[config.mk]
export PLATFORM = sky130hd
export DESIGN_NAME = pmx_pin_mux
export DESIGN_NICKNAME = d
export VERILOG_FILES = /design/src/rtl/pmx_pkg.sv /design/src/rtl/pmx_dma_chan.sv /design/src/rtl/pmx_pin_mux.sv
export VERILOG_INCLUDE_DIRS = /design/src /design/src/rtl
export SDC_FILE = /design/constraint.sdc
export NUM_CORES = 1
export LEC_CHECK = 0
export BUFFER_PORTS_ARGS = -buffer_cell sky130_fd_sc_hd__clkbuf_2
export CORE_UTILIZATION = 41
export CTS_CLUSTER_DIAMETER = 200
export CTS_CLUSTER_SIZE = 28
export DETAILED_ROUTE_END_ITERATION = 10
export HOLD_SLACK_MARGIN = 0.12
export PLACE_DENSITY = 0.89
export SLEW_MARGIN = 20
export SYNTH_ARGS = -nofsm -noshare
export SYNTH_HDL_FRONTEND = slang
export SYNTH_SLANG_ARGS = --single-unit
[constraint.sdc]
create_clock -name i_clk -period 1.42 [get_ports i_clk]
set_clock_uncertainty 0.05 [all_clocks]
set_input_delay 0.142 -clock i_clk [delete_from_list [all_inputs] [get_ports i_clk]]
set_output_delay 0.142 -clock i_clk [all_outputs]
set_load 0.05 [all_outputs]
[src/rtl/pmx_consts.svh]
// reset values and widths shared by the shared-pin selection logic
`ifndef PMX_CONSTS_SVH
`define PMX_CONSTS_SVH

// width of the strapped operating mode value
`define PMX_MODE_W        3
// operating mode shown until the straps have been taken
`define PMX_MODE_RST      3'h0
// pad output level after reset
`define PMX_PAD_OUT_RST   1'b0
// pad output enable after reset: released
`define PMX_PAD_OE_N_RST  1'b1
// level seen by the i2c controller while its pins are not selected: idle bus
`define PMX_I2C_IDLE      1'b1
// dma request and stop seen by the dma controller while not selected
`define PMX_DMA_IDLE      1'b0
// port input value after reset
`define PMX_PORT_IN_RST   1'b0
// least and greatest supported number of external dma channels
`define PMX_MIN_CH        1
`define PMX_MAX_CH        8

`endif

[src/rtl/pmx_pkg.sv]
// types carried between the pin selection top and its per-channel logic
package pmx_pkg;

  // per-channel function selections
  typedef struct packed {
    logic req_sel;      // external request chosen as dma start source
    logic ack_out_en;   // acknowledge output setting
    logic end_out_en;   // transfer-end output selection
    logic stop_in_en;   // transfer-stop input selection
  } pmx_chan_cfg_s;

  // the three pins of one dma channel; ch0 sits on port_b_bit0..2,
  // ch1 on port_b_bit3..5, ch2 on port_g_bit0..2
  typedef struct packed {
    logic req;
    logic ack;
    logic end_stop;
  } pmx_chan_pins_s;

  // the two pins shared with the two-wire bus: data, then clock
  typedef struct packed {
    logic port_h_bit6;
    logic port_h_bit7;
  } pmx_i2c_pins_s;

endpackage : pmx_pkg

[src/rtl/pmx_dma_chan.sv]
// function selection of the three shared pins of one external dma channel
`timescale 1ns/1ps
`include "pmx_consts.svh"

module pmx_dma_chan (
  // selections
  input  wire pmx_pkg::pmx_chan_cfg_s  i_cfg,
  // dma controller side
  input  wire logic                    i_dma_request_ack,
  input  wire logic                    i_dma_transfer_end_out,
  output logic                         o_dma_ext_request,
  output logic                         o_dma_transfer_stop_in,
  // general-purpose port side
  input  wire pmx_pkg::pmx_chan_pins_s i_port_out,
  input  wire pmx_pkg::pmx_chan_pins_s i_port_dir,
  output pmx_pkg::pmx_chan_pins_s      o_port_in,
  // pad side
  input  wire pmx_pkg::pmx_chan_pins_s i_pad_in,
  output pmx_pkg::pmx_chan_pins_s      o_pad_out,
  output pmx_pkg::pmx_chan_pins_s      o_pad_oe_n
);
  import pmx_pkg::*;

  always_comb begin
    // port input always reads the pad, so software can watch a live function
    o_port_in = i_pad_in;

    // request pin: only a port bit set to output may drive it, and only on purpose
    o_dma_ext_request   = i_cfg.req_sel ? i_pad_in.req : `PMX_DMA_IDLE;
    o_pad_out.req       = i_port_out.req;
    o_pad_oe_n.req      = ~i_port_dir.req;

    // acknowledge pin
    if (i_cfg.ack_out_en) begin
      o_pad_out.ack  = i_dma_request_ack;
      o_pad_oe_n.ack = 1'b0;
    end else begin
      o_pad_out.ack  = i_port_out.ack;
      o_pad_oe_n.ack = ~i_port_dir.ack;
    end

    // transfer-end / transfer-stop pin; with both selected the stop input reads
    // back the end output, which is the user's own choice
    o_dma_transfer_stop_in = i_cfg.stop_in_en ? i_pad_in.end_stop : `PMX_DMA_IDLE;
    if (i_cfg.end_out_en) begin
      o_pad_out.end_stop  = i_dma_transfer_end_out;
      o_pad_oe_n.end_stop = 1'b0;
    end else if (i_cfg.stop_in_en) begin
      o_pad_out.end_stop  = `PMX_PAD_OUT_RST;
      o_pad_oe_n.end_stop = 1'b1;
    end else begin
      o_pad_out.end_stop  = i_port_out.end_stop;
      o_pad_oe_n.end_stop = ~i_port_dir.end_stop;
    end
  end

endmodule : pmx_dma_chan

[src/rtl/pmx_pin_mux.sv]
// shared-pin function selection for the two-wire bus and external dma channels
`timescale 1ns/1ps
`include "pmx_consts.svh"

module pmx_pin_mux #(
  parameter int NUM_CH = 3
) (
  // clock and reset
  input  wire logic                                 i_clk,
  input  wire logic                                 i_sys_rst,
  // static selections
  input  wire logic                                 i_i2c_enable,
  input  wire pmx_pkg::pmx_chan_cfg_s  [NUM_CH-1:0] i_chan_cfg,
  input  wire logic [`PMX_MODE_W-1:0]               i_operating_mode_pins,
  // two-wire bus controller
  input  wire logic                                 i_i2c_sda_drive_low,
  input  wire logic                                 i_i2c_scl_drive_low,
  output logic                                      o_i2c_sda_in,
  output logic                                      o_i2c_scl_in,
  // dma controller
  input  wire logic [NUM_CH-1:0]                    i_dma_request_ack,
  input  wire logic [NUM_CH-1:0]                    i_dma_transfer_end_out,
  output logic [NUM_CH-1:0]                         o_dma_ext_request,
  output logic [NUM_CH-1:0]                         o_dma_transfer_stop_in,
  // general-purpose port
  input  wire pmx_pkg::pmx_i2c_pins_s               i_i2c_port_out,
  input  wire pmx_pkg::pmx_i2c_pins_s               i_i2c_port_dir,
  output pmx_pkg::pmx_i2c_pins_s                    o_i2c_port_in,
  input  wire pmx_pkg::pmx_chan_pins_s [NUM_CH-1:0] i_chan_port_out,
  input  wire pmx_pkg::pmx_chan_pins_s [NUM_CH-1:0] i_chan_port_dir,
  output pmx_pkg::pmx_chan_pins_s      [NUM_CH-1:0] o_chan_port_in,
  // pads
  input  wire pmx_pkg::pmx_i2c_pins_s               i_i2c_pad_in,
  output pmx_pkg::pmx_i2c_pins_s                    o_i2c_pad_out,
  output pmx_pkg::pmx_i2c_pins_s                    o_i2c_pad_oe_n,
  input  wire pmx_pkg::pmx_chan_pins_s [NUM_CH-1:0] i_chan_pad_in,
  output pmx_pkg::pmx_chan_pins_s      [NUM_CH-1:0] o_chan_pad_out,
  output pmx_pkg::pmx_chan_pins_s      [NUM_CH-1:0] o_chan_pad_oe_n,
  // operating mode
  output logic [`PMX_MODE_W-1:0]                    o_operating_mode,
  output logic                                      o_mode_valid
);
  import pmx_pkg::*;

  // refused while the design is built, not first noticed at run time
  if (NUM_CH < `PMX_MIN_CH || NUM_CH > `PMX_MAX_CH) begin : g_bad_num_ch
    $error("pmx_pin_mux: NUM_CH out of range");
  end

  // ---- two-wire bus pins
  pmx_i2c_pins_s next_i2c_pad_out;
  pmx_i2c_pins_s next_i2c_pad_oe_n;
  pmx_i2c_pins_s next_i2c_port_in;
  logic          next_i2c_sda_in;
  logic          next_i2c_scl_in;

  always_comb begin
    next_i2c_port_in = i_i2c_pad_in;
    if (i_i2c_enable) begin
      // port value and direction ignored so the port cannot fight the bus
      next_i2c_pad_out.port_h_bit6  = 1'b0;
      next_i2c_pad_out.port_h_bit7  = 1'b0;
      // open drain: the only level ever driven is low
      next_i2c_pad_oe_n.port_h_bit6 = ~i_i2c_sda_drive_low;
      next_i2c_pad_oe_n.port_h_bit7 = ~i_i2c_scl_drive_low;
      next_i2c_sda_in               = i_i2c_pad_in.port_h_bit6;
      next_i2c_scl_in               = i_i2c_pad_in.port_h_bit7;
    end else begin
      next_i2c_pad_out  = i_i2c_port_out;
      next_i2c_pad_oe_n = ~i_i2c_port_dir;
      // controller sees an idle bus rather than port traffic
      next_i2c_sda_in   = `PMX_I2C_IDLE;
      next_i2c_scl_in   = `PMX_I2C_IDLE;
    end
    if (i_sys_rst) begin
      next_i2c_pad_out  = {2{`PMX_PAD_OUT_RST}};
      next_i2c_pad_oe_n = {2{`PMX_PAD_OE_N_RST}};
      next_i2c_port_in  = {2{`PMX_PORT_IN_RST}};
      next_i2c_sda_in   = `PMX_I2C_IDLE;
      next_i2c_scl_in   = `PMX_I2C_IDLE;
    end
  end

  always_ff @(posedge i_clk) begin
    o_i2c_pad_out  <= next_i2c_pad_out;
    o_i2c_pad_oe_n <= next_i2c_pad_oe_n;
    o_i2c_port_in  <= next_i2c_port_in;
    o_i2c_sda_in   <= next_i2c_sda_in;
    o_i2c_scl_in   <= next_i2c_scl_in;
  end

  // ---- dma channel pins
  // a registered stage costs one cycle on handshakes but keeps pads glitch free
  logic           [NUM_CH-1:0] chan_req;
  logic           [NUM_CH-1:0] chan_stop;
  pmx_chan_pins_s [NUM_CH-1:0] chan_port_in;
  pmx_chan_pins_s [NUM_CH-1:0] chan_pad_out;
  pmx_chan_pins_s [NUM_CH-1:0] chan_pad_oe_n;
  logic           [NUM_CH-1:0] next_dma_ext_request;
  logic           [NUM_CH-1:0] next_dma_transfer_stop_in;
  pmx_chan_pins_s [NUM_CH-1:0] next_chan_port_in;
  pmx_chan_pins_s [NUM_CH-1:0] next_chan_pad_out;
  pmx_chan_pins_s [NUM_CH-1:0] next_chan_pad_oe_n;

  genvar g;
  generate
    for (g = 0; g < NUM_CH; g++) begin : g_chan
      pmx_dma_chan u_chan (
        .i_cfg                  (i_chan_cfg[g]),
        .i_dma_request_ack      (i_dma_request_ack[g]),
        .i_dma_transfer_end_out (i_dma_transfer_end_out[g]),
        .o_dma_ext_request      (chan_req[g]),
        .o_dma_transfer_stop_in (chan_stop[g]),
        .i_port_out             (i_chan_port_out[g]),
        .i_port_dir             (i_chan_port_dir[g]),
        .o_port_in              (chan_port_in[g]),
        .i_pad_in               (i_chan_pad_in[g]),
        .o_pad_out              (chan_pad_out[g]),
        .o_pad_oe_n             (chan_pad_oe_n[g])
      );

      property p_req_sample;
        @(posedge i_clk) disable iff (i_sys_rst)
        !$past(i_sys_rst) |->
          o_dma_ext_request[g] == ($past(i_chan_cfg[g].req_sel) & $past(i_chan_pad_in[g].req));
      endproperty
      a_req_sample: assert property (p_req_sample)
        else $error("request not sampled as selected");

      property p_req_no_drive;
        @(posedge i_clk) disable iff (i_sys_rst)
        !$past(i_sys_rst) && $past(i_chan_cfg[g].req_sel) && !$past(i_chan_port_dir[g].req)
          |-> o_chan_pad_oe_n[g].req;
      endproperty
      a_req_no_drive: assert property (p_req_no_drive)
        else $error("selected request pin driven");

      property p_ack_out;
        @(posedge i_clk) disable iff (i_sys_rst)
        !$past(i_sys_rst) && $past(i_chan_cfg[g].ack_out_en) |->
          !o_chan_pad_oe_n[g].ack && o_chan_pad_out[g].ack == $past(i_dma_request_ack[g]);
      endproperty
      a_ack_out: assert property (p_ack_out)
        else $error("acknowledge not driven");

      property p_ack_port;
        @(posedge i_clk) disable iff (i_sys_rst)
        !$past(i_sys_rst) && !$past(i_chan_cfg[g].ack_out_en) |->
          o_chan_pad_oe_n[g].ack == !$past(i_chan_port_dir[g].ack) &&
          o_chan_pad_out[g].ack == $past(i_chan_port_out[g].ack);
      endproperty
      a_ack_port: assert property (p_ack_port)
        else $error("acknowledge pin not a port bit");

      property p_end_out;
        @(posedge i_clk) disable iff (i_sys_rst)
        !$past(i_sys_rst) && $past(i_chan_cfg[g].end_out_en) |->
          !o_chan_pad_oe_n[g].end_stop &&
          o_chan_pad_out[g].end_stop == $past(i_dma_transfer_end_out[g]);
      endproperty
      a_end_out: assert property (p_end_out)
        else $error("transfer end not driven");

      property p_stop_in;
        @(posedge i_clk) disable iff (i_sys_rst)
        !$past(i_sys_rst) |-> o_dma_transfer_stop_in[g] ==
          ($past(i_chan_cfg[g].stop_in_en) & $past(i_chan_pad_in[g].end_stop));
      endproperty
      a_stop_in: assert property (p_stop_in)
        else $error("transfer stop gating wrong");

      property p_stop_released;
        @(posedge i_clk) disable iff (i_sys_rst)
        !$past(i_sys_rst) && $past(i_chan_cfg[g].stop_in_en) && !$past(i_chan_cfg[g].end_out_en)
          |-> o_chan_pad_oe_n[g].end_stop;
      endproperty
      a_stop_released: assert property (p_stop_released)
        else $error("stop input pin driven");

      property p_end_stop_port;
        @(posedge i_clk) disable iff (i_sys_rst)
        !$past(i_sys_rst) && !$past(i_chan_cfg[g].end_out_en) &&
          !$past(i_chan_cfg[g].stop_in_en) |->
          o_chan_pad_oe_n[g].end_stop == !$past(i_chan_port_dir[g].end_stop) &&
          o_chan_pad_out[g].end_stop == $past(i_chan_port_out[g].end_stop);
      endproperty
      a_end_stop_port: assert property (p_end_stop_port)
        else $error("end/stop pin not a port bit");

      c_ack_pulse: cover property (@(posedge i_clk) disable iff (i_sys_rst)
        $rose(o_chan_pad_out[g].ack) && !o_chan_pad_oe_n[g].ack);
      c_stop_seen: cover property (@(posedge i_clk) disable iff (i_sys_rst)
        $rose(o_dma_transfer_stop_in[g]));
    end
  endgenerate

  always_comb begin
    next_dma_ext_request      = chan_req;
    next_dma_transfer_stop_in = chan_stop;
    next_chan_port_in         = chan_port_in;
    next_chan_pad_out         = chan_pad_out;
    next_chan_pad_oe_n        = chan_pad_oe_n;
    if (i_sys_rst) begin
      next_dma_ext_request      = {NUM_CH{`PMX_DMA_IDLE}};
      next_dma_transfer_stop_in = {NUM_CH{`PMX_DMA_IDLE}};
      next_chan_port_in         = {(3*NUM_CH){`PMX_PORT_IN_RST}};
      next_chan_pad_out         = {(3*NUM_CH){`PMX_PAD_OUT_RST}};
      next_chan_pad_oe_n        = {(3*NUM_CH){`PMX_PAD_OE_N_RST}};
    end
  end

  always_ff @(posedge i_clk) begin
    o_dma_ext_request      <= next_dma_ext_request;
    o_dma_transfer_stop_in <= next_dma_transfer_stop_in;
    o_chan_port_in         <= next_chan_port_in;
    o_chan_pad_out         <= next_chan_pad_out;
    o_chan_pad_oe_n        <= next_chan_pad_oe_n;
  end

  // ---- operating mode straps
  // taken once, on the first edge after reset release; straps are static, so
  // later movement on the pins is deliberately ignored until the next reset
  logic [`PMX_MODE_W-1:0] next_operating_mode;
  logic                   next_mode_valid;

  always_comb begin
    if (i_sys_rst) begin
      next_operating_mode = `PMX_MODE_RST;
      next_mode_valid     = 1'b0;
    end else if (o_mode_valid) begin
      next_operating_mode = o_operating_mode;
      next_mode_valid     = 1'b1;
    end else begin
      next_operating_mode = i_operating_mode_pins;
      next_mode_valid     = 1'b1;
    end
  end

  always_ff @(posedge i_clk) begin
    o_operating_mode <= next_operating_mode;
    o_mode_valid     <= next_mode_valid;
  end

  // ---- checks on the bus pins and the mode
  property p_i2c_port;
    @(posedge i_clk) disable iff (i_sys_rst)
    !$past(i_sys_rst) && !$past(i_i2c_enable) |->
      o_i2c_pad_out == $past(i_i2c_port_out) && o_i2c_pad_oe_n == ~$past(i_i2c_port_dir) &&
      o_i2c_sda_in && o_i2c_scl_in;
  endproperty
  a_i2c_port: assert property (p_i2c_port)
    else $error("bus pins not port bits while bus off");

  property p_i2c_route;
    @(posedge i_clk) disable iff (i_sys_rst)
    !$past(i_sys_rst) && $past(i_i2c_enable) |->
      o_i2c_sda_in == $past(i_i2c_pad_in.port_h_bit6) &&
      o_i2c_scl_in == $past(i_i2c_pad_in.port_h_bit7);
  endproperty
  a_i2c_route: assert property (p_i2c_route)
    else $error("bus input not routed");

  property p_i2c_port_off;
    @(posedge i_clk) disable iff (i_sys_rst)
    !$past(i_sys_rst) && $past(i_i2c_enable) && !$past(i_i2c_sda_drive_low) &&
      !$past(i_i2c_scl_drive_low) |-> o_i2c_pad_oe_n == 2'h3;
  endproperty
  a_i2c_port_off: assert property (p_i2c_port_off)
    else $error("port drives a bus pin");

  property p_i2c_open_drain;
    @(posedge i_clk) disable iff (i_sys_rst)
    !$past(i_sys_rst) && $past(i_i2c_enable) |->
      o_i2c_pad_out == 2'h0 &&
      o_i2c_pad_oe_n.port_h_bit6 == !$past(i_i2c_sda_drive_low) &&
      o_i2c_pad_oe_n.port_h_bit7 == !$past(i_i2c_scl_drive_low);
  endproperty
  a_i2c_open_drain: assert property (p_i2c_open_drain)
    else $error("bus pin not open drain");

  property p_mode_take;
    @(posedge i_clk) disable iff (i_sys_rst)
    $fell(i_sys_rst) |=> o_mode_valid && o_operating_mode == $past(i_operating_mode_pins);
  endproperty
  a_mode_take: assert property (p_mode_take)
    else $error("mode not taken from straps");

  property p_mode_hold;
    @(posedge i_clk) disable iff (i_sys_rst)
    o_mode_valid |=> o_mode_valid && $stable(o_operating_mode);
  endproperty
  a_mode_hold: assert property (p_mode_hold)
    else $error("mode changed after capture");

  c_i2c_low: cover property (@(posedge i_clk) disable iff (i_sys_rst)
    $past(i_i2c_enable) ##1 !o_i2c_pad_oe_n.port_h_bit6);
  c_mode_set: cover property (@(posedge i_clk) disable iff (i_sys_rst)
    $rose(o_mode_valid));

endmodule : pmx_pin_mux

# Word level (Yosys, flattened, before mapping)
# Cells that the tools add are included.
[classes] addsub=0 mul=0 n_div=0 magnitude_cmp=0 eq_ne=0 n_shift=0 n_mux=20 bitwise_logic=19 reduce_logical=8
[ops] cell="$mux 1" count=19
[ops] cell="$not 1->1" count=18
[ops] cell="$reduce_or 2->1" count=8
[ops] cell="$mux 2" count=1
[ops] cell="$not 2->2" count=1
[totals] regBits=45 latchBits=0 ram_bits=0 rom_bits=0 in_bits=59 output_inout_bits=45 wordCells=90 memories=0

# Logic depth before layout (Yosys ltp)
# Gate-level depths: netlist (run 1).
[logic_depth] depth_word=3 mapped_depth=3

# Cells and area by module
# Synthesis (run 1) repeated with hierarchy kept, for this count alone.
[unflattened] cells_unflattened=138 hier_area_um2=1506.4
[modules_own_cells] mod="pmx_pin_mux" instances=1 cells_each=99 area_each_um2=1247.4 seq_area_each_um2=900.9
[modules_own_cells] mod="pmx_dma_chan" instances=3 cells_each=13 area_each_um2=86.3 seq_area_each_um2=0.0

# Worst setup path after synthesis (run 1)
# No wires, ideal clock.
[synth_path] kind="reg-to-reg" start="register o_mode_valid" end="register o_operating_mode[0]" arrival_time_ns=0.967 path_slack_ns=0.287 path_stages_with_launch=3 path_cell_list="dfxtp_1 mux2i_1 nor2_1"
[synth_lines] item="start: declaration" line_no="pmx_pin_mux.sv:41" source="output logic o_mode_valid"
[synth_lines] item="start signal: assignment" line_no="pmx_pin_mux.sv:241" source="o_mode_valid <= next_mode_valid;"
[synth_lines] item="end signal: assignment" line_no="pmx_pin_mux.sv:240" source="o_operating_mode <= next_operating_mode;"
[synth_lines] item="end: declaration" line_no="pmx_pin_mux.sv:40" source="output logic [`PMX_MODE_W-1:0] o_operating_mode,"

# Worst setup path in the final report (run 1)
[layout_path] start="input port i_i2c_enable" end="register o_i2c_pad_out[1] (netlist bit)"
[layout_between] elab_chain_cells=1
[layout_lines] item="start: declaration" line_no="pmx_pin_mux.sv:12" source="input wire logic i_i2c_enable,"
[layout_lines] item="$reduce_or 2->1 (no source line)"
[layout_lines] item="end signal: assignment" line_no="pmx_pin_mux.sv:85" source="o_i2c_pad_out <= next_i2c_pad_out;"
[layout_lines] item="end: declaration" line_no="pmx_pin_mux.sv:34" source="output pmx_pkg::pmx_i2c_pins_s o_i2c_pad_out,"
# Every way passes these cells.
# A chain may end at the register's enable or synchronous reset.

==> impl_metrics.csv, run 1 <==
group,metric,value,unit
finish,fin_util,89.1,%
pwr,p_leak,1.35,nW
grt,grtUsageTotal,39.7,%
pwr,p_sw,0.858,mW
grt,overflow,0,
finish,finalNetCount,354,
drt,via_per_inst,4.82,
sta,postLayoutSetupSlackWorst,0.0187,ns
logic_synthesis,synth_warnings,0,
drt,routed-wl-met3,583,µm
logic_synthesis,synth_area_per_cell,11.6,µm²
clock_tree,h-tree-depth,2,
grt,antenna_found_initial,0,
drt,wirelength,6.31,mm
run,max-cap-violations,0,
sta,rsz0062_at_grt,"false",
drt,wl_per_cell,18.6,µm
sta,fmax,714,MHz
critical_path,crit_required,1.70,ns
logic_synthesis,synth-compound-area-share,3.45,%
logic_synthesis,synth_xor_area_share,0,%
logic_synthesis,ys_types,16,
pwr,ir_drop,0.927,mV
place,port_buffers,103,
critical_path,crit_type,"input port to register",
floorplan,pin_count,104,
logic_synthesis,syn_nets,171,
critical_path,r2r-start,"o_mode_valid",
logic_synthesis,ys_ff_latch,45,
critical_path,critical_path.top_delay_family,"buffers and inverters",
critical_path,worst-path-buf-inv,3,
logic_synthesis,syn_area,1300,µm²
drt,wl_met2,3.02,mm
finish,diodes,0,
min_path,hp-class,"input port to register",
finish,drive_gt1_share,40.0,%
critical_path,timing.rr.end,"o_operating_mode[1]",
drt,drtAntennaViolNets,0,
floorplan,die_x,58.4,µm
critical_path,critPathCaptureType,"register",
pwr,power_frac_seq,48.1,%
critical_path,path_max_fanout,6,
sta,relSlewSlack,70.6,%
critical_path,reg2reg_depth,3,
sta,maxSlewViolCount,0,
clock_tree,cts_buffer_depth,2,
pwr,cellPowerDensity,1050,nW/µm²
floorplan,coreArea,3030,µm²
pwr,intPower,1.97,mW
floorplan,die_area,3410,µm²
logic_synthesis,syn_inst,112,
logic_synthesis,synth-simple-area-share,18.7,%
place,pre_cts_slack,0.459,ns
floorplan,start_util,43.1,%
pwr,combPwrFrac,24.6,%
sta,fin_tns_setup,0,ns
drt,dr.max_layer_used,"met4",
min_path,hold_start,"i_chan_port_dir[6]",
sta,holdWs,0.0897,ns
floorplan,die_h,58.4,µm
pwr,p_clk_share,27.3,%
logic_synthesis,synthMuxAreaShare,6.33,%
clock_tree,numCtsBuffers,5,
pwr,swShare,30.3,%
drt,first_pass_iters,4,
logic_synthesis,synthAdderAreaFrac,0,%
critical_path,r2r_setup_slack,0.04,ns
finish,layout_common_cells,"103 x clkbuf_2, 74 x dlygate4sd3_1, 44 x dfxtp_1",
min_path,holdPathStages,3,
logic_synthesis,synth_top_family_by_area,"simple AND/OR/NAND/NOR gates",
place,dpl.hpwl,2.37,mm
grt,grt_pass1_vias,1755,
finish,layout_commonest_cell,"clkbuf_2",
drt,wl_met1,2.38,mm
grt,grt_pass1_wl,9.40,mm
critical_path,start_kind,"input port",
grt,grt_max_degree,15,
finish,area_delta_synth_final,107,%
drt,drt_iter0_drc,133,
sta,finalHoldViolCount,0,
logic_synthesis,yosysSeqAreaShare,69.1,%
floorplan,rows,20,
sta,setup_viol,0,
place,place_congestion,0.750,
clock_tree,post-cts-setup-buffers,0,
clock_tree,cts_tree,"built",
drt,drc,0,
clock_tree,cts_root_buffer,"clkbuf_4",
min_path,min_to,"o_chan_pad_oe_n[6]",
critical_path,slowest_delay,0.57,ns
sta,finalCritPeriodShare,98.7,%
run_status,run_status,"complete, no violations",
critical_path,crit_path_frequent_cell,"dlygate4sd3_1",
clock_tree,clkTransAtPathRegs,0.13,ns
critical_path,crit_chain,"dlygate4sd3_1 > clkbuf_2 > nor3b_2 > dlygate4sd3_1",
critical_path,critical_path_arrival,1.68,ns
sta,min_period,1.40,ns
clock_tree,clock_latency,0.36,ns
drt,vias,1634,
critical_path,crit_path_top_delay_cell,"dlygate4sd3_1",
clock_tree,clkSinkCount,45,
sta,tightestPinTransition,0.440,ns
[metal layers]
layer  up-vias  global-route usage, %
li1        723                      -
met1       748                   45.1
met2       131                   66.8
met3        32                   12.5
met4         0                   20.7
met5         -                   1.59
[synthesized netlist by cell type]
| master | instances | area share, % |
|---|---|---|
| a21oi_1 | 3 | 1.2 |
| nor3b_1 | 2 | 1.2 |
| inv_1 | 3 | 0.86 |
| nor2b_1 | 14 | 6.7 |
| mux2_2 | 2 | 1.7 |
| or3b_1 | 3 | 2.0 |
| o21ai_0 | 6 | 2.3 |
| nor2_1 | 8 | 2.3 |
| nand3_1 | 2 | 0.77 |
| and2_1 | 6 | 2.9 |
| mux2i_1 | 6 | 4.6 |
| dfxtp_1 | 45 | 69 |
| buf_2 | 1 | 0.38 |
| buf_4 | 2 | 1.2 |
| and2b_1 | 1 | 0.58 |
| nand2_1 | 8 | 2.3 |
[worst min-delay path: cells and delay by family]
family	cells	cell delay, ns
compound gates	1	0.10
buf+inv	1	0.09
simple gates	1	0.14
[state kept, by name, indices dropped and copies added, names as in the netlist, 2 cells and up]
| name | count |
|---|---|
| o_chan_pad_out | 9 |
| o_chan_port_in | 9 |
| o_i2c_port_in | 2 |
| o_dma_transfer_stop_in | 3 |
| o_i2c_pad_out | 2 |
| o_chan_pad_oe_n | 9 |
| o_dma_ext_request | 3 |
| o_i2c_pad_oe_n | 2 |
| o_operating_mode | 3 |
[worst max-delay path by stage]
stage,from,endpoint,slack [ns],cells after the start
finish,i_i2c_enable,o_i2c_pad_out[1],0.02,4
global route,i_i2c_enable,o_i2c_pad_out[0],0.01,4
CTS,o_mode_valid,o_operating_mode[0],0.01,3
detailed placement,i_sys_rst,o_chan_pad_oe_n[0],0.46,3
global placement,o_mode_valid,o_mode_valid,0.51,1
floorplan,o_mode_valid,o_operating_mode[0],0.29,2
[layout make-up]
type / count / area [µm²]
repair buffers: 179 / 1270
flip-flops and latches: 45 / 905
multi-input cells: 61 / 384
fillers: 128 / 329
well taps: 44 / 55.1
clock buffers: 5 / 37.5
clock inverters: 2 / 35.0
inverters: 3 / 11.3
[metrics by stage]
stage          area (µm²)  power (mW)  std cells
2_1_floorplan        1300        1.70        112
3_5_place_dp         1870        1.86        258
6_report             2700        2.83        339
3_3_place_gp         1870        1.85        258
5_1_grt              2700        2.93        339
4_1_cts              2720        2.76        343
[power groups by stage]
stage | combinational (mW) | sequential, mW | clock [mW]
floorplan | 0.0712 | 1.63 | 0
global placement | 0.476 | 1.38 | 0
detailed placement | 0.481 | 1.38 | 0
CTS | 0.654 | 1.35 | 0.750
global route | 0.721 | 1.36 | 0.842
finish | 0.696 | 1.36 | 0.772
[what timing repair did]
| action | CTS | global route |
|---|---|---|
| hold endpoints to repair | 44 | 1 |
| hold buffers | 78 | 1 |
| endpoints found under the setup margin | 0 | 10 |
| resized for setup | 0 | 5 |
[cells by family after synthesis]
group                  Yosys count
AOI/OAI and AO/OA                9
buffers and inverters            6
DFF                             45
muxes                            8
and+or+nand+nor                 44
Power figures use the tool's default switching activity.
==> run 2: changes to the inputs <==
--- a/config.mk
+++ b/config.mk
@@ -13,6 +13,7 @@
 export DETAILED_ROUTE_END_ITERATION = 10
 export HOLD_SLACK_MARGIN = 0.12
 export PLACE_DENSITY = 0.89
+export SETUP_SLACK_MARGIN = 0.2
 export SLEW_MARGIN = 20
 export SYNTH_ARGS = -nofsm -noshare
 export SYNTH_HDL_FRONTEND = slang
==> run 2 against run 1 <==
Flip-flop and latch count did not move. Sequential power is essentially flat. Power decreased by 1.4%. Combinational power decreased by 4.3%. Via count down 3.1%. Fmax grew 11%. Highest routed layer unchanged.
==> impl_metrics.csv, run 2 (same netlist as run 1, synthesis figures left out) <==
group,metric,value,unit
sta,postLayoutSetupSlackWorst,0.163,ns
pwr,cellPowerDensity,1070,nW/µm²
place,place_congestion,0.750,
critical_path,crit_type,"input port to register",
finish,layout_common_cells,"82 x clkbuf_2, 63 x dlygate4sd3_1, 44 x dfxtp_1",
finish,area_delta_synth_final,99.5,%
finish,reg.largest.list,"o_chan_pad_oe_n: 9 flops, o_chan_pad_out: 9 flops, o_chan_port_in: 9 flops",
floorplan,rows,20,
drt,drt_iter0_drc,119,
sta,min_period,1.26,ns
critical_path,crit_required,1.68,ns
floorplan,die_area,3410,µm²
sta,setup_viol,0,
sta,finalCritPeriodShare,88.5,%
sta,relSlewSlack,69.8,%
finish,drive_gt1_share,40.8,%
drt,wl_per_cell,17.5,µm
pwr,p_leak,1.29,nW
clock_tree,numCtsBuffers,5,
grt,grt_max_degree,15,
clock_tree,post-cts-setup-buffers,0,
floorplan,pin_count,104,
clock_tree,clock_latency,0.36,ns
floorplan,start_util,43.1,%
clock_tree,clkTransAtPathRegs,0.12,ns
drt,vias,1583,
finish,diodes,0,
clock_tree,cts_buffer_depth,2,
grt,grt_pass1_wl,8.39,mm
clock_tree,cts_tree,"built",
finish,layout_commonest_cell,"clkbuf_2",
run,max-cap-violations,0,
sta,tightestPinTransition,0.453,ns
drt,via_per_inst,4.83,
critical_path,critPathCaptureType,"register",
grt,grtUsageTotal,35.1,%
grt,overflow,0,
grt,antenna_found_initial,0,
sta,fmax,795,MHz
critical_path,critical_path_arrival,1.51,ns
clock_tree,clkSinkCount,45,
finish,finalNetCount,343,
drt,wirelength,5.75,mm
floorplan,die_h,58.4,µm
drt,drtAntennaViolNets,0,
sta,finalHoldViolCount,0,
place,port_buffers,103,
grt,grt_pass1_vias,1667,
place,pre_cts_slack,0.459,ns
drt,first_pass_iters,4,
floorplan,coreArea,3030,µm²
sta,rsz0062_at_grt,"true",
min_path,hp-class,"input port to register",
place,dpl.hpwl,2.37,mm
clock_tree,cts_root_buffer,"clkbuf_4",
critical_path,start_kind,"input port",
finish,num-fill-cells,141,
run_status,run_status,"complete, no violations",
critical_path,path_max_fanout,1,
pwr,ir_drop,0.705,mV
floorplan,die_x,58.4,µm
drt,drc,0,
finish,ff_latch_area,902,µm²
critical_path,r2r_setup_slack,0.62,ns
sta,fin_tns_setup,0,ns
finish,multi_input_area,375,µm²
sta,maxSlewViolCount,0,
clock_tree,h-tree-depth,2,
run 2: final cells by class:
class	instances	share of cell area, %
clock buffer	5	1.44
inverter	3	0.433
timing repair buffer	168	45.6
multi-input combinational	61	14.4
tap	44	2.12
clock inverter	2	1.35
sequential	45	34.7
run 2: per-stage QoR:
stage                     utilization (%)  instance area [µm²]  power [mW]  hold slack (ns)  cells
after global routing                 85.9                 2600        2.89            0.190    328
after detailed placement             61.7                 1870        1.86            0.255    258
final                                85.9                 2600        2.79            0.197    328
after global placement               61.7                 1870        1.85            0.254    258
after CTS                            85.3                 2580        2.73            0.142    328
after floorplan                         -                 1300        1.70            0.162    112
run 2: path summary, 6_finish.rpt:
path | from | end | depth (start not counted)
setup / recovery | i_chan_port_dir[7] | o_chan_pad_oe_n[7] | 4
hold / removal | i_sys_rst | o_mode_valid | 2
setup reg to reg | o_mode_valid | o_operating_mode[0] | 2
hold reg to reg | o_operating_mode[1] | o_operating_mode[1] | 2
run 2: worst max-delay path, cell delays in order:
cell and delay [ns]:
dlygate4sd3_1 0.55, clkbuf_2 0.11, o21ai_1 0.13, dlygate4sd3_1 0.58
run 2: timing repair:
action	in CTS	in global routing
pin swaps	0	0
setup endpoints to repair	1	23
resized for setup	3	29
hold buffers	63	1
hold endpoints to repair	44	1
run 2: routing by layer:
layer	wire length [µm]	GRT usage, %	up-vias
li1	-	-	699
met1	2090	36.0	745
met2	2910	61.2	109
met3	491	13.2	30
met4	264	20.4	0
met5	0	0	-
run 2: report_power, final:
part | internal (mW) | switching (mW)
logic | 0.265 | 0.401
clock network | 0.359 | 0.404
registers | 1.33 | 0.0278
total | 1.96 | 0.833
